[src/core/weld_readout_consts.svh]
// constants for the constant-current mode and readout block
//------------------------------------------------------------
//------------------------------------------------------------
`ifndef WELD_READOUT_CONSTS_SVH
`define WELD_READOUT_CONSTS_SVH
`define REG_CTRL_ADDR 8'h00
`define REG_RANGE_ADDR 8'h04
`define REG_STATUS_ADDR 8'h08
`define REG_LEARN_ADDR 8'h0C
`define CTRL_MODE_LSB 0
`define CTRL_PO_LSB 8
`define CTRL_RESET 32'h0000_0000
`define RANGE_RESET 14'h0000
`define RANGE_PERCENT 14'h0063
`define PO_READOUT 7'h0C
`define PO_READOUT_VALVE 7'h0D
`define MCLK_HZ 10000000
`define VALVE_ON_MS 500
`define VALVE_LINE_CYCLES 30
`endif

[src/core/weld_readout_pkg.sv]
// types shared by the constant-current readout modules
package weld_readout_pkg;
   typedef enum logic [2:0] {
      DISP_IDLE, DISP_CURRENT, DISP_PHASE, DISP_TAP_UP, DISP_TAP_DOWN, DISP_LIMIT
   } disp_state_type;

   typedef struct packed {
      logic cc_en;
      logic secondary;
      logic auto_rng;
      logic compensate;
   } mode_flags_type;

   typedef struct packed {
      disp_state_type disp;
      logic flash;
      logic lim_hi;
      logic unit_ka;
      logic [15:0] rms;
      logic [7:0] phase;
      logic weld_made;
      logic valve;
      logic [23:0] vcnt;
      logic [6:0] mode;
      logic [6:0] po;
      logic [13:0] range;
      logic learned;
      logic [15:0] learn_max;
      logic pready;
      logic pslverr;
      logic [31:0] prdata;
      logic comp_active;
      logic setpoint_ka;
      logic [15:0] disp_value;
      logic tap_dn;
   } readout_state_type;
endpackage

[src/core/mode_if.sv]
// carrier between the mode decoder and the readout logic
interface mode_if;
   logic [6:0] code;
   weld_readout_pkg::mode_flags_type flags;
   modport decoder (input code, output flags);
   modport user (output code, input flags);
endinterface

[src/core/weld_current_mode_readout.sv]
// constant-current mode selection and end-of-sequence readout
`include "weld_readout_consts.svh"
//------------------------------------------------------------
// register map, one aligned 32-bit word each
//------------------------------------------------------------
// 0x00 control, read and write
//    [6:0] mode code, binary
//    [14:8] process output selection
// 0x04 range, read and write
//    [13:0] range in hundredths; 99 means percent
// 0x08 status, read only
//    [0] constant current on
//    [1] coil sensor
//    [2] auto range
//    [3] compensating
//    [4] setpoint read in kA
//    [5] learning run seen
//    [6] alarm valve on
//    [10:8] display code
//    [11] display flashing
// 0x0C learned maximum current, read only
// other addresses answer with an error; writes are dropped
//
// display codes: 0 blank, 1 current, 2 phase, 3 tap up,
// 4 tap down, 5 limit message
//------------------------------------------------------------

module weld_current_mode_readout #(
   parameter int VALVE_CYCLES = `VALVE_ON_MS * (`MCLK_HZ / 1000)
) (
   input wire logic i_mclk,              // 10 MHz clock
   input wire logic i_reset,             // async reset, high
   input wire logic i_psel,              // apb select
   input wire logic i_penable,           // apb enable
   input wire logic i_pwrite,            // apb direction
   input wire logic [7:0] i_paddr,       // apb byte address
   input wire logic [31:0] i_pwdata,     // apb write data
   output logic [31:0] o_prdata,         // apb read data
   output logic o_pready,                // apb ready
   output logic o_pslverr,               // apb error
   input wire logic i_btn_ones,          // panel data ones button
   input wire logic i_btn_tens,          // panel data tens button
   input wire logic i_btn_other,         // any other panel button
   input wire logic i_current_selected,  // panel shows current param
   input wire logic i_seq_start,         // sequence initiated pulse
   input wire logic i_seq_end,           // sequence ended pulse
   input wire logic i_weld_made,         // weld current flowed
   input wire logic [15:0] i_rms_current, // measured average rms
   input wire logic [7:0] i_phase_pct,   // phase shift firing percent
   input wire logic i_out_low,           // output insufficient
   input wire logic i_out_high,          // output excessive
   input wire logic i_limit_lo,          // below limit window
   input wire logic i_limit_hi,          // above limit window
   input wire logic i_learn_done,        // learning run finished pulse
   output logic [2:0] o_disp_state,      // display content code
   output logic [15:0] o_disp_value,     // value to display
   output logic o_disp_unit_ka,          // value is kiloamperes
   output logic o_disp_flash,            // flash the display
   output logic o_limit_hi,              // limit message is high
   output logic o_tap_down_indicator,    // tap-down message shown
   output logic o_valve3,                // process output valve
   output logic o_comp_active,           // compensation loop enabled
   output logic o_setpoint_ka,           // setpoint read as kA
   output logic o_sensor_secondary       // coil sensor selected
);
   localparam logic [23:0] VALVE_LOAD = 24'(VALVE_CYCLES);
   // reset image of the control word; fields are sliced from it at reset
   localparam logic [31:0] CTRL_INIT = `CTRL_RESET;

   weld_readout_pkg::readout_state_type st_reg;
   weld_readout_pkg::readout_state_type st_next;
   weld_readout_pkg::mode_flags_type flags;
   // filtered panel levels and their rise pulses
   logic [2:0] btn_level;
   logic [2:0] btn_rise;
   logic [1:0] sel_level;
   logic any_btn;
   logic ka_mode;
   logic forced;
   logic show;
   logic limit_fail;
   logic apb_done;

   mode_if mif ();

   //------------------------------------------------------------
   // sub-blocks
   //------------------------------------------------------------
   assign mif.code = st_reg.mode;
   assign flags = mif.flags;

   mode_decoder u_mode (
      .i_mclk(i_mclk),
      .i_reset(i_reset),
      .m(mif.decoder)
   );

   // panel buttons cross from the outside world
   pin_sync #(.WIDTH(3)) u_btn (
      .i_mclk(i_mclk),
      .i_reset(i_reset),
      .i_pin({i_btn_other, i_btn_tens, i_btn_ones}),
      .o_level(btn_level),
      .o_rise(btn_rise)
   );

   // current selection is an operator switch, filtered like the buttons
   pin_sync #(.WIDTH(2)) u_sel (
      .i_mclk(i_mclk),
      .i_reset(i_reset),
      .i_pin({1'b0, i_current_selected}),
      .o_level(sel_level),
      .o_rise()
   );

   //------------------------------------------------------------
   // derived terms
   //------------------------------------------------------------
   // kA setpoint modes; monitoring reads percent
   assign ka_mode = flags.cc_en & flags.compensate &
                    (~flags.auto_rng | (st_reg.range != `RANGE_PERCENT));
   // one process output selection against one code
   function automatic logic po_is(input logic [6:0] po, input logic [6:0] code);
      return po == code;
   endfunction

   assign forced = flags.cc_en &
                   (po_is(st_reg.po, `PO_READOUT) | po_is(st_reg.po, `PO_READOUT_VALVE));
   assign show = forced | (flags.cc_en & sel_level[0]);
   // a limit miss counts only when the readout is forced
   assign limit_fail = forced & (i_limit_lo | i_limit_hi);
   // any new press drops the limit message
   assign any_btn = |btn_rise;
   // a transfer ends on the edge that sees our own ready
   assign apb_done = i_psel & i_penable & st_reg.pready;

   //------------------------------------------------------------
   // next state
   //------------------------------------------------------------
   always_comb begin
      st_next = st_reg;
      st_next.pready = 1'b0;
      st_next.pslverr = 1'b0;

      // apb: one wait state, then the answer from flops
      // ready lasts one cycle, so back-to-back transfers wait once each
      if (i_psel & i_penable & ~st_reg.pready) begin
         st_next.pready = 1'b1;
         st_next.prdata = 32'h0000_0000;
         case (i_paddr)
            `REG_CTRL_ADDR: begin
               st_next.prdata = {17'h0, st_reg.po, 1'b0, st_reg.mode};
            end
            `REG_RANGE_ADDR: begin
               st_next.prdata = {18'h0, st_reg.range};
            end
            `REG_STATUS_ADDR: begin
               st_next.prdata = {20'h0, st_reg.flash, st_reg.disp, 1'b0,
                                 st_reg.valve, st_reg.learned, ka_mode,
                                 flags.compensate, flags.auto_rng,
                                 flags.secondary, flags.cc_en};
            end
            `REG_LEARN_ADDR: begin
               st_next.prdata = {16'h0, st_reg.learn_max};
            end
            default: begin
               st_next.pslverr = 1'b1;
            end
         endcase
      end

      // writes land on the edge that completes the transfer
      if (apb_done & i_pwrite) begin
         case (i_paddr)
            `REG_CTRL_ADDR: begin
               st_next.mode = i_pwdata[`CTRL_MODE_LSB +: 7];
               st_next.po = i_pwdata[`CTRL_PO_LSB +: 7];
            end
            `REG_RANGE_ADDR: begin
               // range is trusted as programmed, not clipped
               st_next.range = i_pwdata[13:0];
            end
            default: begin
            end
         endcase
      end

      // a learning run stores the maximum output current
      if (i_learn_done) begin
         st_next.learned = 1'b1;
         st_next.learn_max = i_rms_current;
      end

      // auto-range waits for learned data; no correction
      st_next.comp_active = flags.cc_en & flags.compensate &
                            (~flags.auto_rng | st_reg.learned);
      st_next.setpoint_ka = ka_mode;

      // display sequencing
      case (st_reg.disp)
         weld_readout_pkg::DISP_IDLE: begin
         end
         weld_readout_pkg::DISP_LIMIT: begin
            if (any_btn) begin
               st_next.disp = weld_readout_pkg::DISP_IDLE;
               // the flashing stops with the message
               st_next.flash = 1'b0;
            end
         end
         default: begin
            // ones phase, tens kA, others clear
            if (btn_rise[2]) begin
               st_next.disp = weld_readout_pkg::DISP_IDLE;
            end else if (btn_rise[0]) begin
               st_next.disp = weld_readout_pkg::DISP_PHASE;
            end else if (btn_rise[1] & st_reg.weld_made & st_reg.unit_ka) begin
               st_next.disp = weld_readout_pkg::DISP_CURRENT;
            end
         end
      endcase

      // a new start clears what was shown
      if (i_seq_start) begin
         st_next.disp = weld_readout_pkg::DISP_IDLE;
         st_next.flash = 1'b0;
      end

      // end after start in one cycle: the result of the weld is kept
      if (i_seq_end & show) begin
         st_next.rms = i_rms_current;
         st_next.phase = i_phase_pct;
         st_next.weld_made = i_weld_made;
         // kA only after a weld in a kA mode
         st_next.unit_ka = ka_mode & i_weld_made;
         st_next.flash = 1'b0;
         if (limit_fail) begin
            // flash low or high limit message
            st_next.disp = weld_readout_pkg::DISP_LIMIT;
            st_next.flash = 1'b1;
            st_next.lim_hi = i_limit_hi;
         end else if (flags.compensate & i_out_low) begin
            st_next.disp = weld_readout_pkg::DISP_TAP_UP;
         end else if (flags.compensate & i_out_high) begin
            st_next.disp = weld_readout_pkg::DISP_TAP_DOWN;
         end else begin
            st_next.disp = weld_readout_pkg::DISP_CURRENT;
         end
      end

      // valve three on for the fixed alarm time
      // 24 bits hold half a second at the system clock
      if (st_reg.vcnt != 24'h000000) begin
         st_next.vcnt = st_reg.vcnt - 24'h000001;
      end
      if (i_seq_end & limit_fail & po_is(st_reg.po, `PO_READOUT_VALVE)) begin
         st_next.vcnt = VALVE_LOAD;
      end
      st_next.valve = (st_next.vcnt != 24'h000000);

      // display outputs come from flops so the panel sees no decode glitch
      st_next.disp_value = (st_next.disp == weld_readout_pkg::DISP_PHASE) ?
                           {8'h00, st_next.phase} : st_next.rms;
      st_next.tap_dn = (st_next.disp == weld_readout_pkg::DISP_TAP_DOWN);
   end

   //------------------------------------------------------------
   // state register
   //------------------------------------------------------------
   always_ff @(posedge i_mclk or posedge i_reset) begin
      if (i_reset) begin
         st_reg <= '0;
         // constants only, so the reset stays a clean asynchronous load
         st_reg.mode <= CTRL_INIT[`CTRL_MODE_LSB +: 7];
         st_reg.po <= CTRL_INIT[`CTRL_PO_LSB +: 7];
         st_reg.range <= `RANGE_RESET;
         st_reg.disp <= weld_readout_pkg::DISP_IDLE;
      end else begin
         st_reg <= st_next;
      end
   end

   //------------------------------------------------------------
   // outputs straight from the state register, except the coil sensor from the decoder flags
   //------------------------------------------------------------
   assign o_prdata = st_reg.prdata;
   assign o_pready = st_reg.pready;
   assign o_pslverr = st_reg.pslverr;
   assign o_disp_state = st_reg.disp;
   assign o_disp_value = st_reg.disp_value;
   assign o_disp_unit_ka = st_reg.unit_ka;
   assign o_disp_flash = st_reg.flash;
   assign o_limit_hi = st_reg.lim_hi;
   assign o_tap_down_indicator = st_reg.tap_dn;
   assign o_valve3 = st_reg.valve;
   assign o_comp_active = st_reg.comp_active;
   assign o_setpoint_ka = st_reg.setpoint_ka;
   assign o_sensor_secondary = flags.secondary;
endmodule

[src/core/mode_decoder.sv]
// decodes the two-digit constant-current mode code into flags
module mode_decoder (
   input wire logic i_mclk,   // system clock
   input wire logic i_reset,  // async reset, high
   mode_if.decoder m          // code in, flags out
);
   weld_readout_pkg::mode_flags_type flags_reg;
   weld_readout_pkg::mode_flags_type flags_next;

   // map one code to its flag set
   function automatic weld_readout_pkg::mode_flags_type decode(input logic [6:0] c);
      weld_readout_pkg::mode_flags_type f;
      f = '0;
      case (c)
         7'h0A, 7'h0B: begin
            f = '{1'b1, 1'b0, 1'b1, (c == 7'h0A)};
         end
         7'h0C, 7'h0E, 7'h10, 7'h12, 7'h0D, 7'h0F, 7'h11, 7'h13: begin
            f = '{1'b1, 1'b0, 1'b0, ~c[0]};
         end
         7'h1E, 7'h1F: begin
            f = '{1'b1, 1'b1, 1'b1, ~c[0]};
         end
         7'h20, 7'h21: begin
            f = '{1'b1, 1'b1, 1'b0, ~c[0]};
         end
         default: begin
            f = '0;
         end
      endcase
      return f;
   endfunction

   // registered so the readout sees a clean value
   always_comb begin
      flags_next = decode(m.code);
   end

   always_ff @(posedge i_mclk or posedge i_reset) begin
      if (i_reset) begin
         flags_reg <= '0;
      end else begin
         flags_reg <= flags_next;
      end
   end

   assign m.flags = flags_reg;
endmodule

[src/core/pin_sync.sv]
// three-stage synchroniser with agreement filter and rise pulse
module pin_sync #(
   parameter int WIDTH = 4
) (
   input wire logic i_mclk,              // system clock
   input wire logic i_reset,             // async reset, high
   input wire logic [WIDTH-1:0] i_pin,   // raw pins
   output logic [WIDTH-1:0] o_level,     // filtered level
   output logic [WIDTH-1:0] o_rise       // one-cycle rise pulse
);
   typedef struct packed {
      logic [WIDTH-1:0] s1;
      logic [WIDTH-1:0] s2;
      logic [WIDTH-1:0] s3;
      logic [WIDTH-1:0] level;
      logic [WIDTH-1:0] rise;
   } sync_state_type;

   sync_state_type sync_reg;
   sync_state_type sync_next;

   // a change counts only once stages two and three agree
   always_comb begin
      sync_next = sync_reg;
      sync_next.s1 = i_pin;
      sync_next.s2 = sync_reg.s1;
      sync_next.s3 = sync_reg.s2;
      sync_next.rise = '0;
      for (int i = 0; i < WIDTH; i++) begin
         if (sync_reg.s2[i] == sync_reg.s3[i]) begin
            sync_next.level[i] = sync_reg.s3[i];
            sync_next.rise[i] = sync_reg.s3[i] & ~sync_reg.level[i];
         end
      end
   end

   always_ff @(posedge i_mclk or posedge i_reset) begin
      if (i_reset) begin
         sync_reg <= '0;
      end else begin
         sync_reg <= sync_next;
      end
   end

   assign o_level = sync_reg.level;
   assign o_rise = sync_reg.rise;
endmodule

[config.mk]
export PLATFORM = sky130hd
export DESIGN_NAME = weld_current_mode_readout
export DESIGN_NICKNAME = d
export VERILOG_FILES = /design/src/core/weld_readout_pkg.sv /design/src/core/mode_if.sv /design/src/core/weld_current_mode_readout.sv /design/src/core/mode_decoder.sv /design/src/core/pin_sync.sv
export VERILOG_INCLUDE_DIRS = /design/src /design/src/core
export SDC_FILE = /design/constraint.sdc
export NUM_CORES = 1
export LEC_CHECK = 0
export BUFFER_PORTS_ARGS = -buffer_cell sky130_fd_sc_hd__buf_2
export CORE_MARGIN = 4
export CORE_UTILIZATION = 44
export CTS_BUF_LIST = sky130_fd_sc_hd__clkbuf_8
export CTS_CLUSTER_DIAMETER = 60
export DETAILED_ROUTE_END_ITERATION = 12
export PLACE_DENSITY = 0.66
export SLEW_MARGIN = 40
export SYNTH_ARGS = -nofsm -noshare
export SYNTH_HDL_FRONTEND = slang
export SYNTH_SLANG_ARGS = --single-unit
[constraint.sdc]
create_clock -name i_mclk -period 7.61 [get_ports i_mclk]
set_clock_uncertainty 0.1 [all_clocks]
set_input_delay 1.522 -clock i_mclk [delete_from_list [all_inputs] [get_ports i_mclk]]
set_output_delay 1.522 -clock i_mclk [all_outputs]
set_load 0.02 [all_outputs]
After elaboration in Yosys (flattened, before gate mapping)
Cells that the tools add are included.
- add/sub/neg operators: 1
- equality and inequality tests: 27
- muxes and demuxes: 22
- bitwise gates (word level): 32
- reductions and logical operators: 16
- operators with widths (cell ; count):
    $pmux W16 S4 ; 1
    $eq A7 B4 Y1 const B ; 8
    $mux W24 ; 2
    $reduce_bool A24 Y1 ; 2
    $eq A7 B5 Y1 const B ; 6
    $mux W34 ; 1
    $mux W31 ; 1
    $sub A24 B1 Y24 const B ; 1
    $and A1 B1 Y1 ; 21
    $mux W3 ; 6
    $eq A8 B4 Y1 const B ; 2
    $mux W16 ; 1
    $pmux W4 S4 ; 1
    $eq A7 B6 Y1 const B ; 2
    $ne A14 B7 Y1 const B ; 1
    $eq A8 B3 Y1 const B ; 1
    $logic_not A8 Y1 ; 1
    $mux W4 ; 2
    $reduce_and A2 Y1 ; 4
    $reduce_or A8 Y1 ; 1
    $eq A3 B3 Y1 const B ; 2
    $not A1 Y1 ; 6
    $pmux W3 S2 ; 1
    $reduce_bool A3 Y1 ; 2
    9 further kinds ; 22
- register bits after elaboration: 177
- output and inout bits: 61
- logic and storage cells: 134

Longest topological paths before layout
- word-level depth: 10
- gate-level depth with buffers: 9

Modules after synthesis
A second synthesis with hierarchy kept.
- cells, all modules: 674
- area, all modules: 7582.3 um^2
- modules (own cells, without submodules) (module ; instances ; cells each ; area an instance (um^2) ; seq. area each (um^2)):
    weld_current_mode_readout ; 1 ; 608 ; 6572.6 ; 3453.3
    pin_sync at u_btn ; 1 ; 28 ; 488.0 ; 375.4
    pin_sync at u_sel ; 1 ; 19 ; 326.6 ; 250.2
    mode_decoder ; 1 ; 19 ; 195.2 ; 100.1

Worst setup path before layout
OpenSTA, ideal clock, no wires.
- kind: input port to flip-flop
- from: input port i_paddr[5]
- to: register st_reg[70] in the netlist's numbering
- library setup time: 125 ps
- data arrival time: 3269 ps
- required time: 7385 ps
- slack: 4116 ps
- stages: 5
- path through: or4_1 nor3_1 nand3_1 clkbuf_1 mux2_2
- longest elaborated chain between the ends: 2
- RTL lines (element ; RTL line ; text):
    start, declared ; weld_current_mode_readout.sv:36 ; input wire logic [7:0] i_paddr,
    $eq A8 B3 Y1 ; weld_current_mode_readout.sv:174 ; case (i_paddr)
    $reduce_and A2 Y1 (no line) ; - ;
    end signal, assigned ; weld_current_mode_readout.sv:278 ; st_reg <= st_next;
    end, declared ; weld_current_mode_readout.sv:70 ; weld_readout_pkg::readout_state_type st_reg;
Every way passes these cells.
A chain may end at the register's enable or synchronous reset.

Final worst setup path
- from: input port i_paddr[5]
- to: register st_reg[90] in the netlist's numbering
- longest elaborated chain between the ends: 2
- RTL lines (element ; RTL line):
    $logic_not A8 Y1 ; weld_current_mode_readout.sv:174
    $reduce_and A2 Y1 (no line) ; -
Every way passes these cells.

==> metrics.md <==
| Metric | Value |
|---|---|
| Outcome | `completed` |
| Clk network pwr share | `0.392` |
| Max Fclk | `~270 MHz` |
| Root Driver | `clkbuf_8` |
| Proportion of power drawn by combinational gates | `0.057` |
| Skew-Pair Late Insertion Delay | `460 ps` |
| Slew margin rel. | `0.465` |
| First-pass GRT wire length | `approximately 25,000 um` |
| Total negative slack | `0 ps` |
| IO Pins | `142` |
| Seq cells post-synth | `between 150 and 200` |
| Most frequent cells in the layout | `161 x dfrtp_1, 108 x buf_2, 81 x mux2_2` |
| Crit path DAT | `between 3000 and 4000 ps` |
| Fraction of layout cells with a size suffix above 1 | `0.369` |
| Vias per cell | `between 5 and 6` |
| RR Startpoint | `st_reg[98]$_DFF_PP0_` |
| Seq/Total Area, Yosys | `0.556` |
| CTS tree | `yes` |
| Deepest clock path buffer count | `2` |
| Sw Share | `0.245` |
| Post-synth EDFFs | `0` |
| R2R cell count | `9` |
| DP Area | `7690 um^2` |
| Gp weighted congestion | `0.863` |
| Post-Syn Area per Cell | `12.6 um^2` |
| Count of different cell masters after synthesis | `60` |
| Worst-path cell chain | `buf_2, or4_1, nor3_1, nand3b_1, mux2_2` |
| Crit path launch type | `input port` |
| Pre-antenna DRT Iters | `4` |
| CP startpoint | `i_paddr[5]` |
| Total GRT Usage | `0.172` |
| Starting Density | `0.453` |
| Largest net degree at the start of global routing | `between 90 and 100` |
| Hold_sp | `u_sel.sync_next[6]$_DFF_PP0_` |
| End point of the worst hold path | `u_sel.sync_next[4]$_DFF_PP0_` |
| Synth Instances | `576` |
| Final ANT Viol Nets | `0` |
| Finished Layout Cells | `882` |
| Max reg flops | `87` |
| WHS Path Cells | `0` |
| I/O Buffers | `about 110` |
| Routed length per placed instance | `around 18 um` |
| Pleak | `between 3 and 4 nW` |
| Die area | `approximately 19,000 um^2` |
| Commonest non-fill, non-tap cell in the layout | `dfrtp_1` |
| Critical Path Sink Type | `register` |
| Peak supply drop | `around 0.00010 V` |
| Setup Buffers After CTS | `0` |
| Sequential share of power | `0.551` |
| Sw power | `395 uW` |
| Final Net Count | `approximately 740` |
| Clock sinks | `approximately 160` |
| Total CTS buffers | `17` |
| Slowest cell on crit path | `nand3b_1` |
| Vias in the first global route | `approximately 4.6k` |
| RSZ-0062 raised after global routing | `false` |
| Post-Synthesis Cell Area | `7240 um^2` |
| CP peak stage delay | `between 700 and 800 ps` |
| DRT iter0 DRCs | `roughly 300` |
| Cell area power density | `199 nW/um^2` |
| Pwr Total | `between 1.5 and 2 mW` |
| PnR worst setup slack | `3870 ps` |
| Crit Reg-Reg Endpoint | `o_valve3$_DFF_PP0_` |
| Hold slack | `254 ps` |
| Total wire length | `~15,000 um` |
| Hold Vio Cnt, Final | `0` |
| Layout area overhead | `11.8%` |
| CP Class | `in -> reg` |
| Worst min path class | `reg -> reg` |
| Final setup violating endpoints | `0` |
| FFs w/ async S/R, synth | `1.00` |
| Chip Width | `136 um` |
| Design Area, Final | `~8000 um^2` |
| Measured slew at the worst slew-check pin | `800 ps` |
| Drt drc | `0` |
| Worst-path maximum fanout | `14` |
| Detailed placer's ending HPWL | `approximately 11,000 um` |
| Core Util, Final | `0.506` |
| Yosys warning count | `0` |
| Synth Flop Type | `dfrtp_1` |
| Worst-path clk slew | `roughly 80 ps` |
| H-tree Lvls | `4` |
| Rows | `46` |
| Core area | `between 15,000 and 20,000 um^2` |
| Max-cap violations | `0` |
| R2R Setup Slk | `roughly 4000 ps` |
| Pint | `around 1.2 mW` |
| Post-place setup slack | `roughly 3400 ps` |
| Slew Limit Fails | `0` |
| Final worst-path cycle share | `0.492` |
| Hold_buf cts | `0` |
| Required time of the critical path | `a little under 8000 ps` |
| Die Y | `approximately 140 um` |
| Ant. Diodes | `0` |
| Initial antenna violation count | `1` |
| Vias | `roughly 4.6k` |
| Cts repair resizes | `0` |
| # fillers | `1,455` |
| GRT Residual Overflow | `0` |
| Placed cell count | `between 800 and 900` |
| Tmin final | `about 3700 ps` |
[power groups by stage]
stage          clock network (mW)  registers (mW)  logic, mW
2_1_floorplan                   0           0.902     0.0679
3_3_place_gp                    0           0.905     0.0917
3_5_place_dp                    0           0.907     0.0941
4_1_cts                     0.652           0.889     0.0945
5_1_grt                     0.696           0.892      0.103
6_report                    0.633           0.889     0.0925
[final cells by class]
type	instances	area, um^2	share of cell area
Clock buffer	18	248	0.0306
Inverter	14	60.1	0.00741
Multi-Input combinational cell	348	2770	0.342
Clock inverter	14	154	0.0190
Sequential cell	161	4030	0.497
Timing Repair Buffer	111	567	0.0700
Tap cell	216	270	0.0334
[layer usage]
metal  track usage  part of all wire  up-vias
met1         0.232              0.44     2328
met2         0.271              0.48      127
met5             0           0.00084        -
li1              -                 -     2154
met3        0.0511             0.062       20
met4        0.0526             0.015        2
[cells in the mapped netlist (3+ instances only)]
| library cell | instances | share of area |
|---|---|---|
| dfrtp_1 | 161 | 0.56 |
| mux2_2 | 81 | 0.13 |
| buf_4 | 51 | 0.053 |
| nor2_1 | 37 | 0.019 |
| nand2_1 | 23 | 0.012 |
| nor3_1 | 18 | 0.012 |
| nand3_1 | 15 | 0.010 |
| a22o_1 | 14 | 0.017 |
| inv_1 | 14 | 0.0073 |
| and2_1 | 13 | 0.011 |
| a21oi_1 | 12 | 0.0083 |
| mux4_2 | 11 | 0.034 |
| nor4_1 | 10 | 0.0086 |
| clkbuf_1 | 9 | 0.0047 |
| xnor2_1 | 9 | 0.011 |
| xor2_1 | 9 | 0.011 |
| buf_1 | 7 | 0.0036 |
| o21ai_0 | 7 | 0.0048 |
| maj3_1 | 5 | 0.0069 |
| nand4_1 | 5 | 0.0043 |
| nand3b_1 | 4 | 0.0041 |
| nor4b_1 | 4 | 0.0048 |
| a31oi_1 | 3 | 0.0026 |
| and3_1 | 3 | 0.0026 |
| mux2i_1 | 3 | 0.0041 |
| o31ai_1 | 3 | 0.0031 |
[critical path, delay by kind of cell]
kind / cells / cell delay [ps]
AND/OR/NAND/NOR: 3 / 1850
multiplexers: 1 / 510
buffers and inverters: 1 / 90
[kinds of logic after synthesis]
group	synth area share
xor gates and xnor gates	0.0218
and+or+nand+nor	0.117
muxes	0.164
buffers and inverters	0.0699
adders and majority gates	0.0104
other	0.000518
DFF	0.556
AOI/OAI and AO/OA	0.0598
[worst max path at each step]
stage	to	slack, ps	depth (start not counted)
2_1_floorplan	mif.code[0]$_DFFE_PP0P_	1640	1
3_3_place_gp	st_reg[81]$_DFFE_PP0P_	3460	5
3_5_place_dp	st_reg[71]$_DFFE_PP0P_	3360	5
4_1_cts	st_reg[71]$_DFFE_PP0P_	3870	5
5_1_grt	st_reg[70]$_DFFE_PP0P_	3660	5
6_report	st_reg[90]$_DFFE_PP0P_	3870	5
Note: power is estimated with default switching activity, not from simulation.
